[src/oag_pkg.sv]
// Constants, modes and register map of the operand address generator
package oag_pkg;
	// ==========================================================
	// Bus and register map
	localparam int AW = 11;
	localparam logic [10:0] OFS_PSW = 11'h000;
	localparam logic [10:0] OFS_ACC = 11'h004;
	localparam logic [10:0] OFS_MUL = 11'h008;
	localparam logic [10:0] OFS_DP0 = 11'h00C;
	localparam logic [10:0] OFS_DP1 = 11'h010;
	localparam logic [10:0] OFS_PSEL = 11'h014;
	localparam logic [10:0] OFS_SP = 11'h018;
	localparam logic [10:0] OFS_PAGE = 11'h01C;
	localparam logic [10:0] OFS_PC = 11'h020;
	localparam logic [10:0] OFS_INSTR = 11'h024;
	localparam logic [10:0] OFS_STAT = 11'h028;
	localparam logic [10:0] OFS_RES = 11'h02C;
	localparam int RAM_WIN_BIT = 10;
	// ==========================================================
	// Field positions
	localparam int PSW_CY = 7;
	localparam int PSW_BSH = 4;
	localparam int PSW_BSL = 3;
	localparam int INS_B1 = 8;
	localparam int INS_B2 = 16;
	localparam int INS_MODE = 24;
	localparam int INS_LEN = 28;
	localparam int RES_SFR = 16;
	localparam int RES_BIT = 17;
	localparam int RES_DATA = 24;
	// ==========================================================
	// Reset values and address constants
	localparam logic [7:0] RST_BYTE = 8'h00;
	localparam logic [15:0] RST_WORD = 16'h0000;
	localparam logic [7:0] RST_SP = 8'h07;
	localparam logic [7:0] LOW_LIMIT = 8'h80;
	localparam logic [7:0] BIT_BASE = 8'h20;
	localparam logic [1:0] LEN_LONG = 2'h3;
	// ==========================================================
	// Addressing modes carried in the instruction word
	typedef enum logic [3:0] {
		M_REG = 4'h0, M_DIR = 4'h1, M_BIT = 4'h2, M_IND = 4'h3,
		M_PUSH = 4'h4, M_POP = 4'h5, M_XRI = 4'h6, M_XDP = 4'h7,
		M_IMM = 4'h8, M_TPC = 4'h9, M_TDP = 4'hA, M_REL = 4'hB,
		M_ABS = 4'hC, M_LONG = 4'hD, M_SPC = 4'hE, M_NOP = 4'hF
	} oag_mode_t;
	// Idle until a start, then machine cycle phases C1 to C4, one clock each
	typedef enum logic [4:0] {
		ST_IDLE = 5'b00001, ST_C1 = 5'b00010, ST_C2 = 5'b00100,
		ST_C3 = 5'b01000, ST_C4 = 5'b10000
	} oag_state_t;
endpackage

[src/oag_ram.sv]
// Scratchpad memory with registered read data
`timescale 1ns/1ps
module oag_ram #(
	parameter int DW = 8,
	parameter int AWD = 8
) (
	input wire logic clk,
	input wire logic we,
	input wire logic [AWD-1:0] addr,
	input wire logic [DW-1:0] wdata,
	output logic [DW-1:0] rdata
);
	// ==========================================================
	// Storage
	logic [DW-1:0] mem [0:(1<<AWD)-1]; // Byte array

	// Refuse shapes the core cannot use
	if (DW != 8 || AWD != 8)
	begin : g_chk
		$error("oag_ram supports only 256 x 8");
	end

	// Write and registered read of the same address; the read returns the byte held before the write
	always_ff @(posedge clk)
	begin
		if (we)
		begin
			mem[addr] <= wdata;
		end
		rdata <= mem[addr];
	end
endmodule

[src/oag_target.sv]
// Branch target arithmetic for relative, page and far jumps
`timescale 1ns/1ps
module oag_target (
	input wire logic [15:0] pc,
	input wire oag_pkg::oag_mode_t mode,
	input wire logic [7:0] opcode,
	input wire logic [7:0] b1,
	input wire logic [7:0] b2,
	input wire logic [1:0] len,
	output logic [15:0] target
);
	import oag_pkg::*;
	// ==========================================================
	// Address arithmetic
	logic [15:0] next_pc; // Address after the branch
	logic [7:0] rel_off; // Offset is the last instruction byte
	logic [15:0] rel_tgt; // Relative target
	logic [15:0] abs_tgt; // Page target
	logic [15:0] far_tgt; // Far target

	assign next_pc = pc + {14'h0, len};
	assign rel_off = (len == LEN_LONG) ? b2 : b1;
	assign rel_tgt = next_pc + {{8{rel_off[7]}}, rel_off};
	assign abs_tgt = {next_pc[15:11], opcode[7:5], b1};
	assign far_tgt = {b1, b2};
	// Pick by mode, relative otherwise
	assign target = (mode == M_ABS) ? abs_tgt : (mode == M_LONG) ? far_tgt : rel_tgt;
endmodule

[src/oag_top.sv]
// Operand and branch address generator with register bus
//
// Chosen here: the register addresses and register access over Avalon-MM.
`timescale 1ns/1ps
module oag_top (
	input wire logic clk,
	input wire logic sys_rst,
	input wire logic [oag_pkg::AW-1:0] avs_address,
	input wire logic avs_read,
	input wire logic avs_write,
	input wire logic [31:0] avs_writedata,
	output logic [31:0] avs_readdata,
	output logic avs_waitrequest,
	output logic [15:0] code_addr,
	output logic code_rd,
	input wire logic [7:0] code_data,
	output logic [15:0] xdata_addr,
	output logic xdata_en
);
	import oag_pkg::*;

	// ==========================================================
	// Architectural registers
	logic [7:0] psw_ff; // Status word
	logic [7:0] acc_ff; // Accumulator
	logic [7:0] mul_ff; // Multiply register
	logic [15:0] dp0_ff; // Data pointer zero
	logic [15:0] dp1_ff; // Data pointer one
	logic psel_ff; // Pointer select bit
	logic [7:0] sp_ff; // Stack pointer
	logic [7:0] page_ff; // Upper page latch
	logic [15:0] pc_ff; // Program counter
	logic [31:0] ins_ff; // Instruction word
	oag_state_t st_ff; // Machine cycle phase
	logic [7:0] eaddr_ff; // Effective scratchpad address
	logic [15:0] res_addr_ff; // Resulting address
	logic [7:0] res_data_ff; // Resulting operand
	logic res_sfr_ff; // Result names a function register
	logic [2:0] res_bit_ff; // Bit position for bit mode
	logic done_ff; // Operation finished
	logic [15:0] code_addr_ff; // Program memory address
	logic code_rd_ff; // Program memory read strobe
	logic [15:0] xd_addr_ff; // External data address
	logic xd_en_ff; // External data strobe
	logic bsy_ff; // Bus access in progress
	logic wait_ff; // Waitrequest
	logic [31:0] rdata_ff; // Read data

	// ==========================================================
	// Functions
	// Base plus unsigned byte
	function automatic logic [15:0] add16(input logic [15:0] base, input logic [7:0] off);
		add16 = base + {8'h00, off};
	endfunction

	// Register decode of a bus address
	function automatic logic hit(input logic [10:0] a, input logic [10:0] ofs);
		hit = (a == ofs);
	endfunction

	// ==========================================================
	// Instruction fields
	oag_mode_t mode; // Addressing mode
	logic [7:0] op; // Opcode
	logic [7:0] b1; // First operand byte
	logic [7:0] b2; // Second operand byte
	logic [1:0] len; // Instruction length
	logic [1:0] bank; // Active bank
	logic [15:0] sel_dp; // Selected data pointer

	assign mode = oag_mode_t'(ins_ff[INS_MODE+3:INS_MODE]);
	assign op = ins_ff[7:0];
	assign b1 = ins_ff[INS_B1+7:INS_B1];
	assign b2 = ins_ff[INS_B2+7:INS_B2];
	assign len = ins_ff[INS_LEN+1:INS_LEN];
	assign bank = {psw_ff[PSW_BSH], psw_ff[PSW_BSL]};
	assign sel_dp = psel_ff ? dp1_ff : dp0_ff;

	// ==========================================================
	// Phase decode
	logic st_idle, st_c1, st_c2, st_c3, st_c4;
	assign st_idle = (st_ff == ST_IDLE);
	assign st_c1 = (st_ff == ST_C1);
	assign st_c2 = (st_ff == ST_C2);
	assign st_c3 = (st_ff == ST_C3);
	assign st_c4 = (st_ff == ST_C4);

	// ==========================================================
	// Scratchpad address forming
	logic [7:0] wreg_addr; // Working register byte
	logic [7:0] ptr_addr; // Pointer register 0 or 1
	logic [7:0] bit_byte; // Byte holding an addressed bit
	logic [7:0] sp_inc; // Stack pointer plus one
	logic [7:0] sp_dec; // Stack pointer minus one
	logic [7:0] first_addr; // Address used in the first phases
	logic ind_mode; // Mode reads a pointer register first
	logic low_dir; // Direct byte lies in the scratchpad

	assign wreg_addr = {3'b000, bank, op[2:0]};
	assign ptr_addr = {3'b000, bank, 2'b00, op[0]};
	// Low bit space lives in bytes 20-2F, above that the bit address with its low three bits cleared
	assign bit_byte = b1[7] ? {b1[7:3], 3'b000} : (BIT_BASE + {4'h0, b1[6:3]});
	assign sp_inc = sp_ff + 8'h01;
	assign sp_dec = sp_ff - 8'h01;
	assign ind_mode = (mode == M_IND) || (mode == M_XRI);
	assign low_dir = (b1 < LOW_LIMIT);
	// First address by mode
	assign first_addr = (mode == M_REG) ? wreg_addr :
		(mode == M_BIT) ? bit_byte :
		ind_mode ? ptr_addr :
		(mode == M_PUSH) ? sp_inc :
		(mode == M_POP) ? sp_ff : b1;

	// ==========================================================
	// Branch targets
	logic [15:0] target; // Jump destination
	logic is_branch; // Mode moves the program counter

	oag_target u_target (
		.pc(pc_ff),
		.mode(mode),
		.opcode(op),
		.b1(b1),
		.b2(b2),
		.len(len),
		.target(target)
	);
	assign is_branch = (mode == M_REL) || (mode == M_ABS) || (mode == M_LONG);

	// ==========================================================
	// Bus slave decode
	logic ram_win; // Access falls in the scratchpad window
	logic bus_go; // Accept a new request
	logic wcommit; // Write takes effect
	logic [31:0] rd_mux; // Read data before registering
	logic start; // Instruction write launches a cycle

	assign ram_win = avs_address[RAM_WIN_BIT];
	// Start only while the engine sleeps so the memory port is free
	assign bus_go = (avs_read || avs_write) && wait_ff && !bsy_ff && st_idle;
	assign wcommit = avs_write && !wait_ff;
	assign start = wcommit && hit(avs_address, OFS_INSTR);

	// ==========================================================
	// Scratchpad port
	logic ram_we; // Memory write
	logic [7:0] ram_addr; // Memory address
	logic [7:0] ram_wd; // Memory write data
	logic [7:0] ram_q; // Memory read data

	// Engine owns the port outside idle, the bus otherwise
	assign ram_addr = !st_idle ? (st_c3 ? eaddr_ff : first_addr) : avs_address[9:2];
	assign ram_we = (st_c3 && (mode == M_PUSH)) || (wcommit && ram_win);
	assign ram_wd = st_c3 ? b1 : avs_writedata[7:0];

	oag_ram #(.DW(8), .AWD(8)) u_ram (
		.clk(clk),
		.we(ram_we),
		.addr(ram_addr),
		.wdata(ram_wd),
		.rdata(ram_q)
	);

	// Register read selection
	always_comb
	begin
		rd_mux = 32'h00000000;
		if (ram_win)
		begin
			rd_mux = {24'h000000, ram_q};
		end
		else
		begin
			case (avs_address)
				OFS_PSW: rd_mux = {24'h000000, psw_ff};
				OFS_ACC: rd_mux = {24'h000000, acc_ff};
				OFS_MUL: rd_mux = {24'h000000, mul_ff};
				OFS_DP0: rd_mux = {16'h0000, dp0_ff};
				OFS_DP1: rd_mux = {16'h0000, dp1_ff};
				OFS_PSEL: rd_mux = {31'h0, psel_ff};
				OFS_SP: rd_mux = {24'h000000, sp_ff};
				OFS_PAGE: rd_mux = {24'h000000, page_ff};
				OFS_PC: rd_mux = {16'h0000, pc_ff};
				OFS_INSTR: rd_mux = ins_ff;
				OFS_STAT: rd_mux = {30'h0, done_ff, !st_idle};
				OFS_RES: rd_mux = {res_data_ff, 4'h0, res_bit_ff, res_sfr_ff, res_addr_ff};
				default: rd_mux = 32'h00000000; // Unmapped reads zero
			endcase
		end
	end

	// ==========================================================
	// Next values of architectural registers
	logic [7:0] nxt_acc, nxt_sp;
	logic [15:0] nxt_pc;
	logic [7:0] spc_data; // Register-named operand value
	logic [15:0] tbl_addr; // Table read address

	assign tbl_addr = (mode == M_TPC) ? add16(pc_ff, acc_ff) : add16(sel_dp, acc_ff);
	// Table byte replaces the index in the accumulator
	assign nxt_acc = (wcommit && hit(avs_address, OFS_ACC)) ? avs_writedata[7:0] :
		(st_c4 && (mode == M_TPC || mode == M_TDP)) ? code_data : acc_ff;
	// Push grows before its write, pop shrinks after its read
	assign nxt_sp = (wcommit && hit(avs_address, OFS_SP)) ? avs_writedata[7:0] :
		(st_c2 && (mode == M_PUSH)) ? sp_inc :
		(st_c4 && (mode == M_POP)) ? sp_dec : sp_ff;
	assign nxt_pc = (wcommit && hit(avs_address, OFS_PC)) ? avs_writedata[15:0] :
		(st_c4 && is_branch) ? target : pc_ff;
	// Accumulator, multiply, carry or selected pointer low byte
	assign spc_data = (op[1:0] == 2'h0) ? acc_ff : (op[1:0] == 2'h1) ? mul_ff :
		(op[1:0] == 2'h2) ? {7'h00, psw_ff[PSW_CY]} : sel_dp[7:0];

	// ==========================================================
	// Machine cycle sequencer: four phases, one fetch
	always_ff @(posedge clk)
	begin
		if (sys_rst)
		begin
			st_ff <= ST_IDLE;
		end
		else
		begin
			case (st_ff)
				ST_IDLE: st_ff <= start ? ST_C1 : ST_IDLE;
				ST_C1: st_ff <= ST_C2;
				ST_C2: st_ff <= ST_C3;
				ST_C3: st_ff <= ST_C4;
				ST_C4: st_ff <= ST_IDLE;
				default: st_ff <= ST_IDLE;
			endcase
		end
	end

	// Bus handshake: wait drops one cycle after acceptance
	always_ff @(posedge clk)
	begin
		if (sys_rst)
		begin
			bsy_ff <= 1'b0;
			wait_ff <= 1'b1;
			rdata_ff <= 32'h00000000;
		end
		else if (bus_go)
		begin
			bsy_ff <= 1'b1;
		end
		else if (bsy_ff && wait_ff)
		begin
			wait_ff <= 1'b0;
			rdata_ff <= rd_mux;
		end
		else if (!wait_ff)
		begin
			wait_ff <= 1'b1;
			bsy_ff <= 1'b0;
		end
	end

	// Software-written registers
	always_ff @(posedge clk)
	begin
		if (sys_rst)
		begin
			psw_ff <= RST_BYTE;
			mul_ff <= RST_BYTE;
			dp0_ff <= RST_WORD;
			dp1_ff <= RST_WORD;
			psel_ff <= 1'b0;
			page_ff <= RST_BYTE;
			ins_ff <= 32'h00000000;
		end
		else if (wcommit)
		begin
			psw_ff <= hit(avs_address, OFS_PSW) ? avs_writedata[7:0] : psw_ff;
			mul_ff <= hit(avs_address, OFS_MUL) ? avs_writedata[7:0] : mul_ff;
			dp0_ff <= hit(avs_address, OFS_DP0) ? avs_writedata[15:0] : dp0_ff;
			dp1_ff <= hit(avs_address, OFS_DP1) ? avs_writedata[15:0] : dp1_ff;
			psel_ff <= hit(avs_address, OFS_PSEL) ? avs_writedata[0] : psel_ff;
			page_ff <= hit(avs_address, OFS_PAGE) ? avs_writedata[7:0] : page_ff;
			ins_ff <= start ? avs_writedata : ins_ff;
		end
	end

	// Registers shared by bus and engine
	always_ff @(posedge clk)
	begin
		if (sys_rst)
		begin
			acc_ff <= RST_BYTE;
			sp_ff <= RST_SP;
			pc_ff <= RST_WORD;
		end
		else
		begin
			acc_ff <= nxt_acc;
			sp_ff <= nxt_sp;
			pc_ff <= nxt_pc;
		end
	end

	// Effective address: in M_IND the pointer contents replace the pointer location, M_XRI keeps the location
	always_ff @(posedge clk)
	begin
		if (sys_rst)
		begin
			eaddr_ff <= RST_BYTE;
		end
		else if (st_c2)
		begin
			eaddr_ff <= (mode == M_IND) ? ram_q : first_addr;
		end
	end

	// Program memory and external data strobes in the third phase
	always_ff @(posedge clk)
	begin
		if (sys_rst)
		begin
			code_addr_ff <= RST_WORD;
			code_rd_ff <= 1'b0;
			xd_addr_ff <= RST_WORD;
			xd_en_ff <= 1'b0;
		end
		else
		begin
			code_rd_ff <= st_c2 && (mode == M_TPC || mode == M_TDP);
			xd_en_ff <= st_c2 && (mode == M_XRI || mode == M_XDP);
			if (st_c2 && (mode == M_TPC || mode == M_TDP))
			begin
				code_addr_ff <= tbl_addr;
			end
			if (st_c2 && mode == M_XRI)
			begin
				xd_addr_ff <= {page_ff, ram_q};
			end
			else if (st_c2 && mode == M_XDP)
			begin
				xd_addr_ff <= sel_dp;
			end
		end
	end

	// Results captured in the last phase
	always_ff @(posedge clk)
	begin
		if (sys_rst)
		begin
			res_addr_ff <= RST_WORD;
			res_data_ff <= RST_BYTE;
			res_sfr_ff <= 1'b0;
			res_bit_ff <= 3'h0;
			done_ff <= 1'b0;
		end
		else if (start)
		begin
			done_ff <= 1'b0;
		end
		else if (st_c4)
		begin
			done_ff <= 1'b1;
			res_bit_ff <= b1[2:0];
			res_sfr_ff <= ((mode == M_DIR) && !low_dir) || ((mode == M_BIT) && b1[7]);
			case (mode)
				M_IMM: res_data_ff <= b1;
				M_SPC: res_data_ff <= spc_data;
				M_TPC, M_TDP: res_data_ff <= code_data;
				M_DIR: res_data_ff <= low_dir ? ram_q : RST_BYTE;
				default: res_data_ff <= ram_q;
			endcase
			case (mode)
				M_XRI, M_XDP: res_addr_ff <= xd_addr_ff;
				M_TPC, M_TDP: res_addr_ff <= code_addr_ff;
				M_REL, M_ABS, M_LONG: res_addr_ff <= target;
				M_SPC: res_addr_ff <= sel_dp;
				default: res_addr_ff <= {8'h00, eaddr_ff};
			endcase
		end
	end

	// ==========================================================
	// Outputs straight from flip-flops
	assign avs_readdata = rdata_ff;
	assign avs_waitrequest = wait_ff;
	assign code_addr = code_addr_ff;
	assign code_rd = code_rd_ff;
	assign xdata_addr = xd_addr_ff;
	assign xdata_en = xd_en_ff;
endmodule

[config.mk]
export PLATFORM = sky130hd
export DESIGN_NAME = oag_top
export DESIGN_NICKNAME = d
export VERILOG_FILES = /design/src/oag_pkg.sv /design/src/oag_ram.sv /design/src/oag_target.sv /design/src/oag_top.sv
export SDC_FILE = /design/constraint.sdc
export NUM_CORES = 2
export LEC_CHECK = 0
export ABC_AREA = 1
export BUFFER_PORTS_ARGS = -buffer_cell sky130_fd_sc_hd__buf_2
export CELL_PAD_IN_SITES_DETAIL_PLACEMENT = 0
export CELL_PAD_IN_SITES_GLOBAL_PLACEMENT = 1
export CORE_UTILIZATION = 28
export DETAILED_ROUTE_END_ITERATION = 8
export PLACE_DENSITY_LB_ADDON = 0.1
export SLEW_MARGIN = 25
export SYNTH_ARGS = -nofsm -noshare
export SYNTH_HDL_FRONTEND = slang
export SYNTH_SLANG_ARGS = --single-unit
[constraint.sdc]
create_clock -name clk -period 14.3 [get_ports clk]
set_input_delay 1.43 -clock clk [delete_from_list [all_inputs] [get_ports clk]]
set_output_delay 1.43 -clock clk [all_outputs]
set_load 0.01 [all_outputs]
Word level (Yosys, flattened, before mapping):

Memory sizes are Yosys's and may differ from the RTL's. A register that Yosys moved wholly into a read port is not among the register bits.
Cells that the tools add are included.

* register bits: 231
* bits in writable memories: 2048
* input bits: 55
* output and inout bits: 67
* memories: 1

Memories
* u_ram.mem: depth 256, width 8, rd ports 1, clocked after Yosys merged registers in 1, write ports 1, line oag_ram.sv:15 `logic [DW-1:0] mem [0:(1<<AWD)-1];`

* $add $sub $neg: 7
* order comparisons: 1
* equality and inequality tests: 35
* muxes and demuxes: 40
* bitwise operators: 2
* reduce and logical (&&, ||, !) cells: 54

Operators by type and width (count)
* 32-bit case mux with 12 select lines: 1
* 8-bit two-way mux: 20
* 16-bit two-way mux: 8
* 16-bit case mux with 4 select lines: 1
* 11-bit by 5-bit == test with 1-bit output (second input constant): 4
* 11-bit by 6-bit == test with 1-bit output (second input constant): 4
* 16-bit by 8-bit adder with 16-bit output: 2
* 32-bit two-way mux: 1
* 8-bit case mux with 4 select lines: 1
* 4-bit == test (second input constant): 7
* 11-bit by 4-bit == test with 1-bit output (second input constant): 2
* 1-bit logical AND: 21
* 5-bit case mux with 4 select lines: 1
* 2-bit AND reduction: 10
* 16-bit adder: 1
* 16-bit by 2-bit adder with 16-bit output: 1
* 4-bit by 3-bit == test with 1-bit output (second input constant): 4
* 11-bit by 3-bit == test with 1-bit output (second input constant): 1
* 11-bit zero test: 1
* 8-bit by 1-bit adder with 8-bit output (second input constant): 1
* 4-bit by 2-bit == test with 1-bit output (second input constant): 2
* 1-bit logical OR: 8
* 8-bit less-than comparator (second input constant): 1
* 8-bit by 1-bit subtractor with 8-bit output (second input constant): 1
* other kinds (21): 35

Depth between registers and ports, before layout:

* word-level depth: 8
* depth in mapped cells: 27

Cells and area by module:

Synthesis repeated with hierarchy kept, for this count alone.

* cells, all modules: 10343
* area total of the unflattened synthesis: 99430.4 um^2

Modules (own cells, without submodules)
* oag_ram: instances 1, cells an instance 8021, area an instance 84856.4 um^2, sequential area each 61659.1 um^2
* oag_top: instances 1, cells an instance 2002, area an instance 12836.1 um^2, sequential area each 4624.4 um^2
* oag_target: instances 1, cells an instance 320, area an instance 1737.9 um^2, sequential area each 0.0 um^2

Least setup slack after synthesis:

No wires, ideal clock.

* path type: register to register
* start point: reg st_ff[1]
* end point: mem u_ram.mem[0][0], data pin
* setup time: 2.188 ns
* arrival time: 11.286 ns
* setup slack: 0.826 ns
* stages on the path, launching flop included: 7
* period minus slack after synthesis: 13.474 ns
* cells stage by stage: dfxtp_1 > nor2_1 > nand4_1 > clkbuf_1 > buf_1 > clkbuf_1 > o21ai_0

* longest elaborated chain between the ends: 2

Ends and longest elaborated chain
* start: declaration: line oag_top.sv:34 `oag_state_t st_ff;`
* start signal: assignment: line oag_top.sv:224 `ST_IDLE: st_ff <= start ? ST_C1 : ST_IDLE;`
* 5-bit by 4-bit == test with 1-bit output: line oag_top.sv:85 `assign st_c3 = (st_ff == ST_C3);`
* 8-bit two-way mux: line oag_top.sv:154 `assign ram_wd = st_c3 ? b1 : avs_writedata[7:0];`
* via ram_wd[0]: line oag_top.sv:148 `logic [7:0] ram_wd;`
* end: declaration: line oag_ram.sv:15

The timed path passes the listed nets, and every way through them passes these cells.

Worst setup path after layout:

* start point: reg ins_ff[24]
* end point: reg u_ram.rdata[0], read port of u_ram.mem

* longest elaborated chain between the ends: 8
* elaborated cells between the ends (all ways): 14

Ends and longest elaborated chain
* start: declaration: line oag_top.sv:33 `logic [31:0] ins_ff;`
* start signal: assignment: line oag_top.sv:280 `ins_ff <= start ? avs_writedata : ins_ff;`
* 4-bit by 3-bit == test with 1-bit output: line oag_top.sv:112 `(mode == M_POP) ? sp_ff : b1;`
* 8-bit two-way mux: line oag_top.sv:112
* 8-bit two-way mux: line oag_top.sv:111 `(mode == M_PUSH) ? sp_inc :`
* 8-bit two-way mux: line oag_top.sv:110 `ind_mode ? ptr_addr :`
* 8-bit two-way mux: line oag_top.sv:109 `(mode == M_BIT) ? bit_byte :`
* 8-bit two-way mux (*): line oag_top.sv:108 `assign first_addr = (mode == M_REG) ? wreg_addr :`
* 8-bit two-way mux (*) (2 in series): line oag_top.sv:152 `assign ram_addr = !st_idle ? (st_c3 ? eaddr_ff : first_addr) : avs_address[9:2];`
* end: declaration: line oag_ram.sv:11 `output logic [DW-1:0] rdata`

Mark *: on every way between the ends. The rest lies on a longest branch, timed or not.
A chain may end at the register's enable or synchronous reset.

==> flow_summary_export.csv <==
group,metric,value,unit
critical_path,crit_path_end_kind,"flip-flop",
critical_path,critical_path_depth,25,
synthesis,synth_top_family_by_area,"simple AND/OR/NAND/NOR gates",
sta,final.period_utilization,49.4,%
critical_path,criticalPathCategory,"reg2reg",
clocking,cts.repair.resized,0,
clocking,cts_tree,"done",
sta,slew_headroom,18.6,%
clocking,cts-root-buf,"clkbuf_16",
critical_path,worstPathArrival,7.81,ns
detailed_routing,wl_met2,174000,µm
synthesis,synth_common_cells,"5309 x nand2_1, 2048 x edfxtp_1, 520 x nor2_1",
clocking,htree_levels,5,
detailed_routing,first_pass_iters,6,
place,hpwl,226000,µm
critical_path,path_delay_family,"simple AND/OR/NAND/NOR gates",
sta,fmax,0.142,GHz
synthesis,synth_top_area_share,61.6,%
cells_and_area,area_delta_synth_final,14.7,%
detailed_routing,dr_wl_met3,19800,µm
synthesis,async_reset_ff_share,0,%
sta,setup_tns,0,ns
detailed_routing,ant_nets,0,
critical_path,crit_slowest_cell,"dfxtp_1",
detailed_routing,top_layer_used,"met4",
clocking,clock-sinks,2287,
place,portBuffers,121,
floorplanning,fp.dieArea,0.359,mm²
critical_path,worstSetupStartpointType,"flip-flop",
global_routing,grt_max_degree,145,
global_routing,grt_first_pass_wirelength,543000,µm
sta,finalHoldViolations,0,
clocking,cts_buffers,283,
clocking,cts_buffer_depth,4,
critical_path,critPathMaxFanout,132,
clocking,cts_setup_buffers,0,
pwr,leakagePower,45.2,nW
sta,rsz0062_at_grt,"false",
synthesis,yosys-top-cells-area,"edfxtp_1 62%, nand2_1 20%, dfxtp_1 4.8%",
sta,fin_crit,7.06,ns
floorplanning,die-width,599,µm
clocking,clock_latency,0.91,ns
min_path,hold_depth,2,
pwr,powerDensity,134,mW/mm²
synthesis,dominantRegCellSynth,"edfxtp_1",
synthesis,synthXorXnorAreaFrac,0.360,%
critical_path,required,15.05,ns
floorplanning,core_area,0.354,mm²
synthesis,synth_most_common_cell,"nand2_1",
flow_run,maxCapViolations,0,
critical_path,critPathMostFrequentCell,"nand2_1",
sta,setup_viol,0,
cells_and_area,final_util,32.4,%
detailed_routing,drc,0,
synthesis,yosysUniqueCellTypes,57,
floorplanning,ios,122,
synthesis,syn_nets,10500,
detailed_routing,vias_per_cell,4.78,
cells_and_area,drive_gt1_share,7.16,%
detailed_routing,drt-total-wl,382000,µm
cells_and_area,layout.nets,10400,
clocking,cts.clk_slew.worst_paths,0.06,ns
place,placed_cell_area,0.105,mm²
synthesis,synth_compound_area_share,4.42,%
synthesis,yosys.area.top_type,"edfxtp_1",
place,routabilityCongestion,0.893,
pwr,total_power,15.3,mW
critical_path,cpPeakStageDelay,0.76,ns
global_routing,grt_overflow,0,
global_routing,grt_pass1_vias,72000,
synthesis,synthSimpleGateAreaFrac,24.8,%
synthesis,synth_edf_count,2048,
synthesis,synthCells,10400,
synthesis,netlist_area,0.0998,mm²
synthesis,synthAdderAreaFrac,0.399,%
sta,slew_viol_final,0,
synthesis,ys_seq_area_share,66.4,%
detailed_routing,vias,73300,
sta,tightest_slew,1.21,ns
critical_path,crit_buf_inv,3,
synthesis,yosysWarnings,0,
floorplanning,start_util,28.2,%
clocking,cts.hold.buffers_added,0,
global_routing,antenna_found_initial,25,
floorplanning,die_y,599,µm
pwr,ir_drop,0.0939,mV
synthesis,synth_mux_area_share,0,%
sta,finClkSkew,0.0381,ns
cells_and_area,design_area,0.115,mm²
sta,timing.hold.ws,0.452,ns
synthesis,syn_area_per_cell,9.63,µm²
outcome,status,"complete, no violations",
critical_path,rr_worst_depth,25,
global_routing,grtUsageTotal,20.9,%
detailed_routing,wl_per_cell,24.9,µm
floorplanning,num_rows,218,
detailed_routing,wl_met1,180000,µm
detailed_routing,drtIter0Drc,6159,
min_path,hold_path_class,"reg2reg",
synthesis,synth_seq_cells,2287,
==> final cells by class <==
type                            count  area, µm²
Antenna cell                        8       20.0
Sequential cell                  2287      66300
Timing Repair Buffer              283       2070
Clock buffer                      346       7680
Fill cell                       36500     239000
Inverter                          278       1050
Multi-Input combinational cell   7226      30100
Tap cell                         4730       5920
Clock inverter                    158       1390
==> report_power, final <==
part	internal, mW	leakage [nW]	switching [mW]
sequential	7.28	20.3	0.0241
clock	4.21	4.46	2.95
combinational	0.177	20.4	0.699
==> state kept, by name, indices dropped and copies added, names as in the netlist, 3 cells and up <==
signal	count
acc_ff	8
avs_readdata	32
code_addr	16
dp0_ff	16
dp1_ff	16
eaddr_ff	8
ins_ff	32
mul_ff	8
page_ff	8
pc_ff	16
psw_ff	8
res_addr_ff	16
res_bit_ff	3
res_data_ff	8
sp_ff	8
st_ff	5
u_ram.mem	2048
u_ram.rdata	8
xdata_addr	16
==> worst reg2reg max path: stages (launching register included) <==
cell     delay (ns)
dfxtp_1        0.76
inv_2          0.09
nor2_1         0.24
nand2_1        0.36
nand2_1        0.15
nand3_1        0.07
nand2_1        0.06
nand2_1        0.05
nand2_1        0.09
nand3_2        0.17
nand2_8        0.55
nand2_8        0.57
buf_12         0.43
buf_12         0.69
nand2_1        0.23
nand2_1        0.05
nand2_1        0.09
nand2_1        0.09
nand2_1        0.06
nand2_1        0.06
o21ai_0        0.64
nand2_1        0.45
nor2_1         0.22
nor2_1         0.05
nor2_1         0.53
nand2_1        0.14
==> kinds of logic (layout without fill, tap and decap cells) <==
family / Yosys count / in the layout
xor+xnor: 41 / 41
buf+inv: 854 / 1065
simple gates: 6375 / 6375
compound gates: 780 / 780
other cells: 0 / 8
fa+ha+maj: 30 / 30
flops: 2287 / 2287
==> worst paths after layout <==
| path | from | endpoint | slack (ns) |
|---|---|---|---|
| min reg2reg | res_bit_ff[0] | res_bit_ff[0] | 0.45 |
| max | ins_ff[24] | u_ram.rdata[0] | 7.24 |
| max reg2reg | ins_ff[24] | u_ram.rdata[0] | 7.24 |
| min | res_bit_ff[0] | res_bit_ff[0] | 0.45 |
==> layer usage <==
layer,vias to the layer above,GRT usage [%]
met4,0,4.53
met5,-,0
li1,34300,-
met2,2008,33.4
met3,455,2.80
met1,36500,30.0
==> placed cells by master (no fill, tap or decap), types with 41 or more instances in the layout <==
master	count
o21ai_1	44
nand2_1	5292
edfxtp_1	2048
a21oi_1	218
clkbuf_1	41
clkinv_1	66
inv_1	256
buf_2	121
o21ai_0	307
nor2_1	516
clkinv_2	56
buf_4	143
nand3_1	493
dfxtp_1	239
clkbuf_16	296
o22ai_1	41
==> metrics by stage <==
stage	cells	setup WS, ns
3_3_place_gp	14800	7.33
6_report	15300	7.24
3_5_place_dp	14800	7.37
2_1_floorplan	10400	0.826
4_1_cts	15300	7.35
5_1_grt	15300	6.95
No activity file was read; power rests on OpenSTA's default activity.
